### src/logic/smsc_defines.svh
// Register offsets, bit positions and counts of the serial interface
`ifndef SMSC_DEFINES_SVH
`define SMSC_DEFINES_SVH

`define SMSC_OFS_DATA    8'h00
`define SMSC_OFS_MATCH   8'h01
`define SMSC_OFS_CTRL    8'h02

`define SMSC_B_ENABLE    0
`define SMSC_B_OVERRUN   1
`define SMSC_B_DOUT_OFF  2
`define SMSC_B_CMP_EN    3
`define SMSC_B_RX_READY  4
`define SMSC_B_FALL_SAMP 5
`define SMSC_B_TIMER_SRC 6
`define SMSC_B_MASTER    7

`define SMSC_CTRL_RESET  8'h00
`define SMSC_BYTE_RESET  8'h00

`define SMSC_HALF_DIV2   3'h0
`define SMSC_HALF_DIV4   3'h1
`define SMSC_HALF_DIV8   3'h3
`define SMSC_HALF_DIV16  3'h7

`define SMSC_RATE_DIV2   2'h0
`define SMSC_RATE_DIV4   2'h1
`define SMSC_RATE_DIV8   2'h2

`define SMSC_LAST_BIT    3'h7
`define SMSC_LAST_EDGE   4'hf

`endif

### src/logic/smsc_pkg.sv
// Types shared by the serial interface modules
package smsc_pkg;

   typedef struct packed {
      logic       master;
      logic       timer_src;
      logic       fall_samp;
      logic       rx_ready;
      logic       cmp_en;
      logic       dout_off;
      logic       overrun;
      logic       enable;
   } smsc_ctrl_t;

   typedef struct packed {
      logic       wr;
      logic       rd;
      logic [7:0] addr;
      logic [7:0] wdata;
   } smsc_req_t;

   typedef struct packed {
      logic       dout;
      logic       dout_oe;
      logic       sck;
      logic       sck_oe;
   } smsc_pins_t;

   typedef enum logic [2:0] {
      ST_IDLE,
      ST_MASTER,
      ST_CMP,
      ST_DATA,
      ST_IGNORE
   } smsc_state_t;

endpackage : smsc_pkg

### src/logic/smsc_clk_gen.sv
// Master serial clock half-period tick generator
`include "smsc_defines.svh"

module smsc_clk_gen (
   input  wire logic       sys_clk_i,
   input  wire logic       resetn_i,
   input  wire logic       run_i,
   input  wire logic       use_timer_i,
   input  wire logic [1:0] rate_i,
   input  wire logic       timer_i,
   output logic            tick_o
);

   logic [2:0] cnt_q;
   logic [2:0] cnt_d;
   logic       timer_prev_q;
   logic       tick_d;

   wire  [2:0] last_cnt  = (rate_i == `SMSC_RATE_DIV2) ? `SMSC_HALF_DIV2 :
                           (rate_i == `SMSC_RATE_DIV4) ? `SMSC_HALF_DIV4 :
                           (rate_i == `SMSC_RATE_DIV8) ? `SMSC_HALF_DIV8 :
                                                         `SMSC_HALF_DIV16;
   wire        div_hit   = (cnt_q == last_cnt);
   wire        timer_hit = timer_i & ~timer_prev_q;

   // Timer output gives one half period per rising edge
   assign tick_d = run_i & (use_timer_i ? timer_hit : div_hit);
   assign cnt_d  = (!run_i || div_hit) ? 3'h0 : cnt_q + 3'h1;

   always_ff @(posedge sys_clk_i or negedge resetn_i) begin
      if (!resetn_i) begin
         cnt_q        <= 3'h0;
         timer_prev_q <= 1'b0;
         tick_o       <= 1'b0;
      end else begin
         cnt_q        <= cnt_d;
         timer_prev_q <= timer_i;
         tick_o       <= tick_d;
      end
   end

endmodule : smsc_clk_gen

### src/logic/smsc_core.sv
// Byte-wide synchronous serial interface, master or slave, with address compare
//
// How it works
// - Control bit 0 enables; reset leaves disabled.
// - Master bits 1-2 divide clock 2/4/8/16.
// - Slave bit 1 is overrun, cleared by zero.
// - Slave bit 2 releases data-out pin.
// - Bit 3 enables compare against match value.
// - Bit 4 shows byte waiting; interrupt requested.
// - Bit 5 selects sampling and driving edges.
// - Bit 6 picks timer or divided clock.
// - Bit 7 selects master, else slave.
// - Slave transfer spans active slave select.
// - Full byte flags, interrupts, keeps receiving.
// - Unread slave buffer overwritten, overrun set.
// - Slave works in STOP, HALT and RUN.
// - Slave clock is input; bit out per bit.
// - Master select via port; write starts transfer.
// - Master byte end flags and interrupts.
// - Compare byte received without driving data.
// - Compared byte silent; mismatch ignores until release.
// - Match wakes device, then normal slave transfer.
// - Reading receive buffer clears ready flag.
// - Ready flag works in both modes.
`include "smsc_defines.svh"

module smsc_core
   import smsc_pkg::*;
(
   input  wire logic       sys_clk_i,
   input  wire logic       resetn_i,
   input  smsc_req_t       req_i,
   output logic [7:0]      rdata_o,
   input  wire logic       serial_input_pin_i,
   input  wire logic       serial_clock_pin_i,
   input  wire logic       slave_select_n_i,
   input  wire logic       timer_zero_output_i,
   output smsc_pins_t      pins_o,
   output logic            receive_interrupt_request_o,
   output logic            stop_wake_signal_o
);

   smsc_ctrl_t  ctrl_q;
   smsc_ctrl_t  ctrl_d;
   smsc_state_t st_q;
   smsc_state_t st_d;

   logic [7:0]  match_q;
   logic [7:0]  receive_holding_buffer_q;
   logic [7:0]  sh_q;
   logic        samp_q;
   logic        pend_q;
   logic [2:0]  bits_q;
   logic [3:0]  edges_q;
   logic        sck_q;
   logic        sck_prev_q;
   logic        dout_q;
   logic        dout_oe_q;
   logic        sck_oe_q;
   logic [7:0]  rdata_q;
   logic        irq_q;
   logic        wake_q;
   logic        tick;

   // Register decode
   wire        wr_data   = req_i.wr & (req_i.addr == `SMSC_OFS_DATA);
   wire        rd_data   = req_i.rd & (req_i.addr == `SMSC_OFS_DATA);
   wire        wr_match  = req_i.wr & (req_i.addr == `SMSC_OFS_MATCH);
   wire        wr_ctrl   = req_i.wr & (req_i.addr == `SMSC_OFS_CTRL);
   wire        rd_match  = req_i.rd & (req_i.addr == `SMSC_OFS_MATCH);
   wire        rd_ctrl   = req_i.rd & (req_i.addr == `SMSC_OFS_CTRL);

   wire        en        = ctrl_q.enable;
   wire        master    = ctrl_q.master;
   wire        ss_act    = ~slave_select_n_i;
   wire        slave_end = ~en | master | ~ss_act;
   wire        in_master = (st_q == ST_MASTER);
   wire        in_cmp    = (st_q == ST_CMP);
   wire        in_data   = (st_q == ST_DATA);
   wire        moving    = in_master | in_cmp | in_data;

   // Edge sources: own generated clock as master, pin as slave
   wire        m_rise    = tick & ~sck_q;
   wire        m_fall    = tick & sck_q;
   wire        s_rise    = serial_clock_pin_i & ~sck_prev_q;
   wire        s_fall    = ~serial_clock_pin_i & sck_prev_q;
   wire        rise      = in_master ? m_rise : s_rise;
   wire        fall      = in_master ? m_fall : s_fall;
   wire        samp_edge = moving & (ctrl_q.fall_samp ? fall : rise);
   wire        drv_edge  = moving & (ctrl_q.fall_samp ? rise : fall);

   // Byte assembly, most significant bit first
   wire [7:0]  byte_in   = {sh_q[6:0], serial_input_pin_i};
   wire        byte_done = samp_edge & (bits_q == `SMSC_LAST_BIT);
   wire        cmp_done  = byte_done & in_cmp;
   wire        is_match  = (byte_in == match_q);
   wire        data_done = byte_done & (in_master | in_data);
   wire        ovr_set   = data_done & ~in_master & ctrl_q.rx_ready
                           & ~rd_data;
   wire        m_last    = in_master & tick & (edges_q == `SMSC_LAST_EDGE);
   // A data write while a master byte is still moving is ignored
   wire        m_start   = en & master & wr_data & ~in_master;
   wire        sh_load   = wr_data & ~in_master;
   wire        s_start   = en & ~master & ss_act;

   // Next control value
   always_comb begin
      ctrl_d = ctrl_q;
      if (wr_ctrl) begin
         ctrl_d.enable    = req_i.wdata[`SMSC_B_ENABLE];
         ctrl_d.dout_off  = req_i.wdata[`SMSC_B_DOUT_OFF];
         ctrl_d.cmp_en    = req_i.wdata[`SMSC_B_CMP_EN];
         ctrl_d.fall_samp = req_i.wdata[`SMSC_B_FALL_SAMP];
         ctrl_d.timer_src = req_i.wdata[`SMSC_B_TIMER_SRC];
         ctrl_d.master    = req_i.wdata[`SMSC_B_MASTER];
         if (master) begin
            ctrl_d.overrun = req_i.wdata[`SMSC_B_OVERRUN];
         end else begin
            ctrl_d.overrun = ctrl_q.overrun & req_i.wdata[`SMSC_B_OVERRUN];
         end
      end
      if (ovr_set) begin
         ctrl_d.overrun = 1'b1;
      end
      // A byte landing in the same cycle as a read keeps the flag set
      ctrl_d.rx_ready = data_done | (ctrl_q.rx_ready & ~rd_data);
   end

   // Transfer sequencing
   always_comb begin
      st_d = st_q;
      unique case (st_q)
         ST_IDLE: begin
            if (m_start) begin
               st_d = ST_MASTER;
            end else if (s_start) begin
               st_d = ctrl_q.cmp_en ? ST_CMP : ST_DATA;
            end
         end
         ST_MASTER: begin
            if (!en || m_last) begin
               st_d = ST_IDLE;
            end
         end
         ST_CMP: begin
            if (slave_end) begin
               st_d = ST_IDLE;
            end else if (cmp_done) begin
               st_d = is_match ? ST_DATA : ST_IGNORE;
            end
         end
         ST_DATA: begin
            if (slave_end) begin
               st_d = ST_IDLE;
            end
         end
         ST_IGNORE: begin
            if (slave_end) begin
               st_d = ST_IDLE;
            end
         end
      endcase
   end

   // Output drive enables and read data
   wire        dout_oe_d = en & (master | (in_data & ~ctrl_q.dout_off));
   wire        sck_oe_d  = en & master;
   wire [7:0]  rd_mux    = rd_data  ? receive_holding_buffer_q :
                           rd_match ? match_q :
                           rd_ctrl  ? ctrl_q  : `SMSC_BYTE_RESET;
   wire        any_rd    = req_i.rd;

   smsc_clk_gen u_clk_gen (
      .sys_clk_i   (sys_clk_i),
      .resetn_i    (resetn_i),
      .run_i       (in_master),
      .use_timer_i (ctrl_q.timer_src),
      .rate_i      ({ctrl_q.dout_off, ctrl_q.overrun}),
      .timer_i     (timer_zero_output_i),
      .tick_o      (tick)
   );

   // Registers and state
   always_ff @(posedge sys_clk_i or negedge resetn_i) begin
      if (!resetn_i) begin
         ctrl_q  <= `SMSC_CTRL_RESET;
         st_q    <= ST_IDLE;
         match_q <= `SMSC_BYTE_RESET;
         receive_holding_buffer_q <= `SMSC_BYTE_RESET;
      end else begin
         ctrl_q  <= ctrl_d;
         st_q    <= st_d;
         if (wr_match) begin
            match_q <= req_i.wdata;
         end
         if (data_done) begin
            receive_holding_buffer_q <= byte_in;
         end
      end
   end

   // Shift register and bit counting
   always_ff @(posedge sys_clk_i or negedge resetn_i) begin
      if (!resetn_i) begin
         sh_q   <= `SMSC_BYTE_RESET;
         samp_q <= 1'b0;
         pend_q <= 1'b0;
         bits_q <= 3'h0;
         dout_q <= 1'b0;
      end else if (sh_load || m_start) begin
         sh_q   <= req_i.wdata;
         dout_q <= req_i.wdata[7];
         pend_q <= 1'b0;
         bits_q <= in_master ? bits_q : 3'h0;
      end else if (!moving) begin
         pend_q <= 1'b0;
         bits_q <= 3'h0;
      end else if (samp_edge) begin
         samp_q <= serial_input_pin_i;
         pend_q <= 1'b1;
         bits_q <= bits_q + 3'h1;
      end else if (drv_edge && pend_q) begin
         sh_q   <= {sh_q[6:0], samp_q};
         dout_q <= sh_q[6];
         pend_q <= 1'b0;
      end
   end

   // Master clock generation
   always_ff @(posedge sys_clk_i or negedge resetn_i) begin
      if (!resetn_i) begin
         sck_q      <= 1'b0;
         edges_q    <= 4'h0;
         sck_prev_q <= 1'b0;
      end else begin
         sck_prev_q <= serial_clock_pin_i;
         if (!in_master) begin
            sck_q   <= 1'b0;
            edges_q <= 4'h0;
         end else if (tick) begin
            sck_q   <= ~sck_q;
            edges_q <= edges_q + 4'h1;
         end
      end
   end

   // Pin and event outputs
   always_ff @(posedge sys_clk_i or negedge resetn_i) begin
      if (!resetn_i) begin
         dout_oe_q <= 1'b0;
         sck_oe_q  <= 1'b0;
         rdata_q   <= `SMSC_BYTE_RESET;
         irq_q     <= 1'b0;
         wake_q    <= 1'b0;
      end else begin
         dout_oe_q <= dout_oe_d;
         sck_oe_q  <= sck_oe_d;
         irq_q     <= data_done;
         wake_q    <= cmp_done & is_match;
         if (any_rd) begin
            rdata_q <= rd_mux;
         end
      end
   end

   assign pins_o.dout                 = dout_q;
   assign pins_o.dout_oe              = dout_oe_q;
   assign pins_o.sck                  = sck_q;
   assign pins_o.sck_oe               = sck_oe_q;
   assign rdata_o                     = rdata_q;
   assign receive_interrupt_request_o = irq_q;
   assign stop_wake_signal_o          = wake_q;

endmodule : smsc_core

### config.mk
export PLATFORM = sky130hd
export DESIGN_NAME = smsc_core
export DESIGN_NICKNAME = d
export VERILOG_FILES = /design/src/logic/smsc_pkg.sv /design/src/logic/smsc_clk_gen.sv /design/src/logic/smsc_core.sv
export VERILOG_INCLUDE_DIRS = /design/src /design/src/logic
export SDC_FILE = /design/constraint.sdc
export NUM_CORES = 1
export LEC_CHECK = 0
export BUFFER_PORTS_ARGS = -buffer_cell sky130_fd_sc_hd__clkbuf_2
export CAP_MARGIN = 20
export CORE_AREA = 3 3 82 84
export CTS_CLUSTER_DIAMETER = 30
export DETAILED_ROUTE_END_ITERATION = 8
export DIE_AREA = 0 0 85 87
export PLACE_DENSITY = 0.78
export SLEW_MARGIN = 5
export SYNTH_ARGS = -nofsm -noshare
export SYNTH_HDL_FRONTEND = slang
export SYNTH_HIERARCHICAL = 1
export SYNTH_SLANG_ARGS = --single-unit
### constraint.sdc
create_clock -name sys_clk_i -period 1.9 [get_ports sys_clk_i]
set_input_delay 0 -clock sys_clk_i [delete_from_list [all_inputs] [get_ports sys_clk_i]]
set_output_delay 0 -clock sys_clk_i [all_outputs]
set_load 0.01 [all_outputs]
* Yosys cells after proc, flatten, opt, wreduce, memory -nomap -nowiden
Cells that the tools add are included.
** Storage, ports and cells
- Flip-flop bits (word level) :: 63
- Bits of input ports :: 24
- Output and inout port bits :: 14
- Logic and storage cells :: 163
** Cells by class
- $add $sub $neg :: 3
- Equal/unequal tests :: 21
- Multiplexer cells :: 44
- Bitwise gates (word level) :: 51
- Reduce and logical (&&, ||, !) cells :: 17
** Operators with widths (number)
- $mux W3 :: 15
- $and A1 B1 Y1 :: 33
- $mux W7 :: 4
- $mux W8 :: 3
- $mux W1 :: 18
- $pmux W3 S4 :: 1
- $not A1 Y1 :: 11
- $eq A8 B1 Y1 const B :: 1
- $eq A8 B2 Y1 const B :: 1
- $eq A8 B8 Y1 :: 1
- $logic_not A8 Y1 :: 1
- $mux W4 :: 2
- $ne A2 B1 Y1 const B :: 4
- $or A1 B1 Y1 :: 7
- $add A3 B1 Y3 const B :: 2
- $eq A3 B2 Y1 const B :: 2
- $eq A3 B3 Y1 const B :: 2
- $reduce_and A3 Y1 :: 2
- $reduce_bool A2 Y1 :: 3
- $add A4 B1 Y4 const B :: 1
- $eq A4 B4 Y1 const B :: 1
- $ne A4 B1 Y1 const B :: 1
- $reduce_and A4 Y1 :: 1
- $eq A3 B1 Y1 const B :: 1
- other kinds (15) :: 18

* Logic depth before layout (Yosys ltp)
Gate-level depths: netlist of the first run.
- Depth after elaboration :: 11
- Depth in mapped cells :: 8

* By module
The synthesis of the first run kept the hierarchy.
** By module, submodules not included
- smsc_core :: times used 1, cells each 257, area each 2900.3 µm², seq. area each 1451.4 µm²
- smsc_clk_gen :: times used 1, cells each 22, area each 240.2 µm², seq. area each 125.1 µm²

* Least setup slack after synthesis of the first run
No wires, ideal clock.
- Path kind :: register to register
- Start point :: register st_q[2]
- End point :: register samp_q
- Library setup time :: 125 ps
- Arrival time :: 1764 ps
- Data required time :: 1775 ps
- Path slack :: 12 ps
- Stages on the path, launching flop included :: 8
- Clock period less this slack :: 1888 ps
- Cells stage by stage :: dfrtp_1 buf_6 or3b_1 buf_6 inv_1 mux2i_1 nor2_1 mux2_2
** Between the ends
- Cells in the longest elaborated chain, start to end :: 6
** Ends and longest elaborated chain
- from (decl) :: RTL line smsc_core.sv:45 : smsc_state_t st_q;
- from (signal assigned) :: RTL line smsc_core.sv:192 : st_q <= st_d;
- $eq A3 B1 Y1 * :: RTL line smsc_core.sv:77 : wire in_master = (st_q == ST_MASTER);
- via in_master :: RTL line smsc_core.sv:77
- branches (longest 4 deep; another with $or A1 B1 Y1)
- $reduce_and A3 Y1 (no source line) *
- to (signal assigned) :: RTL line smsc_core.sv:219 : samp_q <= serial_input_pin_i;
- to (decl) :: RTL line smsc_core.sv:51 : logic samp_q;
Mark *: on every way through the listed nets, which the timed path passes.
A chain may end at the register's enable or synchronous reset.

* Worst setup path in the final report of the first run
Same ends and word-level chain as after synthesis.

==> impl_metrics.tcl, run 1 <==
set metrics [dict create \
    grt_use_total_pct 21.3 \
    hpwl_um 5180 \
    hold_end "ctrl_q[1]" \
    synthToLayoutAreaGrowth_pct 19.9 \
    finalWirelength_um 7030 \
    drt_iter0_markers 141 \
    synth_nets 307 \
    synth_cells 279 \
    grt_pass1_wl_um 12100 \
    initial_core_util_pct 52.4 \
    dp_cells 397 \
    final-setup-viol-count 0 \
    gp_congestion 0.806 \
    r2r_end "samp_q" \
    fin_crit_ps 1770 \
    crit_path_top_delay_cell "or3b_1" \
    hp-class "in -> reg" \
    drv_cap 0 \
    finClkSkew_ps 12.7 \
    crit_path_cell_trace "or3b_1, inv_1, mux2i_1, nor2_1, mux2_2" \
    maxSlewViolCount 0 \
    num_rows 28 \
    htreeDepth 3 \
    syn_area_sq_um 3140 \
    grt_pass1_vias 2504 \
    power_density_nw_per_um2 920 \
    ys_warn_count 6 \
    clock-sinks 63 \
    cpPeakStageDelay_ps 470 \
    ir_worst_vdd_mv 0.597 \
    worst_slew_pin_slew_ps 784 \
    rsz0062_at_grt "no" \
    cts_made_buffers 9 \
    p_leak_nw 1.83 \
    final_nets 373 \
    required_ps 2130 \
    fmax_mhz 564 \
    cts_buffer_depth 2 \
    final_util_pct 62.8 \
    tns_ps 0 \
    die_x_um 85 \
    ys_ff_latch 63 \
    reg2reg_from "st_q[2]" \
    path_clk_slew_ps 70 \
    core_area_sq_um 5990 \
    critPathLaunchType "flip-flop" \
    clkLatencyLatePin_ps 350 \
    ff2ff_path_depth 5 \
    synth_cell_types 49 \
    avgViaCountPerCell 5.61 \
    root_buffer "clkbuf_8" \
    postSynthAreaPerCell_sq_um 11.3 \
    synthFlopType "dfrtp_1" \
    drcViolationCount 0 \
    min_path_cells 4 \
    fillers 468 \
    layoutNonFillerInstCount 425 \
    drtPass1Iterations 4 \
    path_max_fanout 5 \
    synth_edf_count 0 \
    crit_type "reg -> reg" \
    top_level_ports 38 \
    dr_total_vias 2386 \
    antenna_found_initial 0 \
    numPortBuffers 37 \
    tritoncts "built" \
    ys_async_sr_fraction_pct 100 \
    dieArea_sq_um 7400 \
    ant_nets 0 \
    post_cts_buffers 0 \
    hold_start "req_i[17]" \
    worstPathArrival_ps 2000 \
    hold_viol_final 0 \
    rrSetupSlack_ps 130 \
    diodes 0 \
    relSlewSlack_pct 47.7 \
    yosysSeqAreaShare_pct 50.2 \
    status "complete, no violations" \
    fin_crit_sh_pct 93.3 \
    hold_ws_ps 65.1 \
    drive_above_1_share_pct 28.9 \
    endpoint_kind "flip-flop" \
    avgRoutedWirePerCell_um 16.5 \
    die_h_um 87 \
    grt-ovfl-total 0 \
    grt_start_max_net_pins 64 \
]
[stage by stage]
stage / setup slack, ps / total power, mW / area, sq um
floorplan: 11.7 / 2.22 / 3140
global placement: 151 / 2.45 / 3490
detailed placement: 126 / 2.49 / 3490
CTS: 122 / 3.49 / 3760
global route: 10.2 / 3.65 / 3760
finish: 128 / 3.46 / 3760
[worst max-delay path, delay by kind of cell, from the launching register on]
kind                   cells  cell delay, ps
flip-flops                 1             370
buffers and inverters      1             140
multiplexers               2             600
AND/OR/NAND/NOR            2             550
[routing by layer]
metal	vias to the layer above	GRT usage [%]	wire, um
met1	1160	27.9	3050
met2	79	32.9	3330
met4	0	10.4	165
met3	15	5.58	481
li1	1132	-	-
met5	-	0	0
[power breakdown]
group          leakage (nW)  switching, mW  internal (mW)
registers             0.861          0.135           1.49
logic                 0.887          0.447          0.417
clock network        0.0801          0.510          0.467
[registers in the layout, indices dropped and copies added, names as in the netlist, 3 cells and up]
signal / count
match_q: 8
rdata_o: 8
receive_holding_buffer_q: 8
sh_q: 7
ctrl_q: 6
edges_q: 4
bits_q: 3
st_q: 3
u_clk_gen/cnt_q: 3
[placed cells by master, fill, tap and decap left out, types with 5 or more instances in the layout]
cell           instances
dfrtp_1               63
nor4_1                 6
clkbuf_8               9
o21ai_0                5
nor3b_1                5
xor2_1                13
buf_4                 19
mux2i_1               19
nand2b_1               5
nand2_1               17
clkbuf_2              37
a21oi_1               21
nor2_1                27
dlygate4sd3_1         12
mux2_2                24
o2bb2ai_1              8
nand3_1                5
[what timing repair did]
item                                   4_1_cts  5_1_grt
resized for setup                            0        0
endpoints found under the hold margin       90        0
hold buffers                                12        0
[synthesized netlist by cell type, drive strengths merged (2+ instances only)]
| library cell | n | area share (%) |
|---|---|---|
| a21oi | 21 | 3.3 |
| and2 | 2 | 0.40 |
| and2b | 2 | 0.48 |
| buf | 10 | 2.5 |
| clkbuf | 4 | 0.52 |
| dfrtp | 63 | 50 |
| ha | 4 | 1.6 |
| inv | 2 | 0.24 |
| mux2 | 25 | 9.0 |
| mux2i | 19 | 6.1 |
| nand2 | 17 | 2.0 |
| nand2b | 5 | 1.0 |
| nand3 | 5 | 0.80 |
| nand4 | 4 | 1.0 |
| nor2 | 28 | 3.6 |
| nor2b | 4 | 0.80 |
| nor3 | 4 | 0.96 |
| nor3b | 5 | 1.2 |
| nor4 | 7 | 1.6 |
| o21ai | 5 | 0.80 |
| o2bb2ai | 8 | 2.2 |
| xnor2 | 4 | 1.1 |
| xor2 | 13 | 3.6 |
[logic make-up after synthesis]
family	after synthesis	synth area share (%)
AOI/OAI and AO/OA	46	10.0
buffers and inverters	17	3.39
DFF	63	50.2
and+or+nand+nor	88	15.1
muxes	44	15.0
xor gates and xnor gates	17	4.74
adders and majority gates	4	1.59
[layout make-up]
cell class,count,area (sq um),share of cell area [%]
flip-flops and latches,63,1580,41.9
multi-input cells,199,1460,38.7
repair buffers,69,468,12.4
clock buffers,12,135,3.59
well taps,75,93.8,2.49
clock inverters,4,22.5,0.598
inverters,3,11.3,0.299
[how the worst max path moves through the flow]
stage,from,end,cells after the start
4_1_cts,st_q[2],samp_q,5
3_5_place_dp,st_q[2],sh_q[3],6
5_1_grt,st_q[2],samp_q,5
6_report,st_q[2],samp_q,5
3_3_place_gp,st_q[2],samp_q,5
2_1_floorplan,st_q[2],samp_q,7
No activity file was read; power rests on OpenSTA's default activity.
==> run 2, diff against run 1 <==
--- a/config.mk
+++ b/config.mk
@@ -6,13 +6,13 @@
 export SDC_FILE = /design/constraint.sdc
 export NUM_CORES = 1
 export LEC_CHECK = 0
-export BUFFER_PORTS_ARGS = -buffer_cell sky130_fd_sc_hd__clkbuf_2
 export CAP_MARGIN = 20
-export CORE_AREA = 3 3 82 84
+export CORE_AREA = 3 3 79 81
 export CTS_CLUSTER_DIAMETER = 30
 export DETAILED_ROUTE_END_ITERATION = 8
-export DIE_AREA = 0 0 85 87
-export PLACE_DENSITY = 0.78
+export DIE_AREA = 0 0 82 84
+export DONT_BUFFER_PORTS = 1
+export PLACE_DENSITY = 0.77
 export SLEW_MARGIN = 5
 export SYNTH_ARGS = -nofsm -noshare
 export SYNTH_HDL_FRONTEND = slang
==> impl_metrics.tcl, run 2 (synthesis results as in run 1) <==
set metrics [dict create \
    status "complete, no violations" \
    hold_viol_final 0 \
    final_common_cell "dfrtp_1" \
    gp_congestion 0.932 \
    cts_made_buffers 9 \
    clock-sinks 63 \
    ant_nets 0 \
    required_ps 2120 \
    p_leak_nw 1.71 \
    numPortBuffers 0 \
    switching_share_pct 29.2 \
    fin_crit_sh_pct 92.1 \
    endpoint_kind "flip-flop" \
    layout_common_cells "dfrtp_1 (63), nor2_1 (27), mux2_2 (24)" \
    crit_type "reg -> reg" \
    maxSlewViolCount 0 \
    switching_power_mw 1.07 \
    wl_met2_um 3430 \
    fin_crit_ps 1750 \
    power_frac_comb_pct 23.2 \
    initial_core_util_pct 56.7 \
    hpwl_um 5070 \
    dr_total_vias 2314 \
    dieArea_sq_um 6890 \
    worst_slew_pin_slew_ps 588 \
    avgRoutedWirePerCell_um 18.7 \
    hp-class "in -> reg" \
    layoutNonFillerInstCount 387 \
    fmax_mhz 572 \
    die_h_um 84 \
    htreeDepth 3 \
    final-setup-viol-count 0 \
    finalWirelength_um 7220 \
    tns_ps 0 \
    avgViaCountPerCell 5.98 \
    clkPwrFrac_pct 32.7 \
    drt_iter0_markers 169 \
    ir_worst_vdd_mv 0.652 \
    drv_cap 0 \
    path_max_fanout 3 \
    root_buffer "clkbuf_8" \
    power_density_nw_per_um2 1000 \
    cpPeakStageDelay_ps 420 \
    seqPwrFrac_pct 44.2 \
    diodes 0 \
    critPathLaunchType "flip-flop" \
    grt_pass1_wl_um 11600 \
    grt-ovfl-total 0 \
    drtPass1Iterations 4 \
    final_nets 338 \
    relSlewSlack_pct 60.7 \
    crit_path_cell_trace "nor3b_1, nand3b_1, a21o_1, nand4_1, mux2_2" \
    top_level_ports 38 \
    dr_wl_met3_um 656 \
    total_power_mw 3.68 \
    clkLatencyLatePin_ps 340 \
    grt_start_max_net_pins 64 \
    post_cts_buffers 0 \
    num_rows 27 \
    grt_pass1_vias 2290 \
    crit_family "simple AND/OR/NAND/NOR gates" \
    worstPathArrival_ps 1970 \
    dp_cells 353 \
    rsz0062_at_grt "no" \
    crit_path_top_delay_cell "nor3b_1" \
    internal_power_mw 2.61 \
    wl_met1_um 3020 \
    crit_buf_inv 0 \
    cts_buffer_depth 2 \
    grt_use_total_pct 22.9 \
    drive_above_1_share_pct 20.3 \
    antenna_found_initial 0 \
    die_x_um 82 \
    drcViolationCount 0 \
    path_clk_slew_ps 70 \
    highest-signal-layer "met4" \
    synthToLayoutAreaGrowth_pct 17.1 \
    core_area_sq_um 5540 \
    finClkSkew_ps 9.66 \
    tritoncts "built" \
]
-- run 2: cell types whose count changed in the layout (fill, tap and decap cells not counted) --
| cell | previous run | this run |
|---|---|---|
| buf_4 | 19 | 15 |
| or3b_1 | 1 | 0 |
| buf_16 | 0 | 1 |
| or3b_4 | 0 | 1 |
| clkinvlp_4 | 1 | 0 |
| bufinv_16 | 0 | 1 |
| dlygate4sd3_1 | 12 | 17 |
| clkbuf_2 | 37 | 0 |
| clkbuf_1 | 3 | 1 |
| clkbuf_8 | 9 | 12 |
| clkinv_2 | 3 | 2 |
-- run 2: final cells by class --
type,count,area (sq um)
Multi-Input combinational cell,199,1460
Clock inverter,3,40.0
Fill cell,418,1860
Tap cell,72,90.1
Timing Repair Buffer,34,330
Inverter,3,11.3
Clock buffer,13,169
Sequential cell,63,1580
-- run 2: per-stage QoR --
| stage | util (%) | instance area [sq um] | hold slack, ps | setup WS [ps] |
|---|---|---|---|---|
| final | 66.4 | 3680 | 23.6 | 150 |
| after global routing | 66.4 | 3680 | 43.0 | 25.2 |
| after CTS | 66.3 | 3670 | 13.8 | 51.4 |
| after detailed placement | 59.0 | 3270 | -294 | 63.5 |
| after global placement | 59.0 | 3270 | -294 | 99.3 |
| after floorplan | - | 3140 | -296 | 11.7 |
-- run 2: path summary, 6_finish.rpt --
kind	to	slack [ps]	start	depth (start not counted)
max	st_q[1]	150	master	5
min	rdata_o[3]	20	req_i[9]	4
min reg2reg	receive_holding_buffer_q[1]	510	receive_holding_buffer_q[1]	1
max in group asynchronous	pend_q	1450	resetn_i	2
max reg2reg	st_q[1]	150	master	5
min in group asynchronous	rdata_o[4]	190	resetn_i	2
-- run 2: timing repair --
item,CTS,global route
resized for setup,0,1
setup endpoints to repair,0,7
hold buffers,18,0
endpoints found under the hold margin,100,0
-- run 2: metal layers --
metal,track usage [%],vias to the layer above
met1,29.9,1145
li1,-,1064
met4,8.31,0
met2,34.6,95
met5,0,-
met3,8.10,10
-- run 2: worst min-delay path: stages --
cell       delay, ps
nand2b_1          80
a21oi_1           60
a21oi_1          120
o2bb2ai_1         60
-- run 2: power groups by stage --
| stage | Combinational [mW] | Clock, mW | Sequential (mW) |
|---|---|---|---|
| 2_1_floorplan | 0.614 | 0 | 1.60 |
| 3_3_place_gp | 0.745 | 0 | 1.64 |
| 3_5_place_dp | 0.765 | 0 | 1.64 |
| 4_1_cts | 0.843 | 1.22 | 1.62 |
| 5_1_grt | 0.947 | 1.29 | 1.64 |
| 6_report | 0.853 | 1.20 | 1.62 |
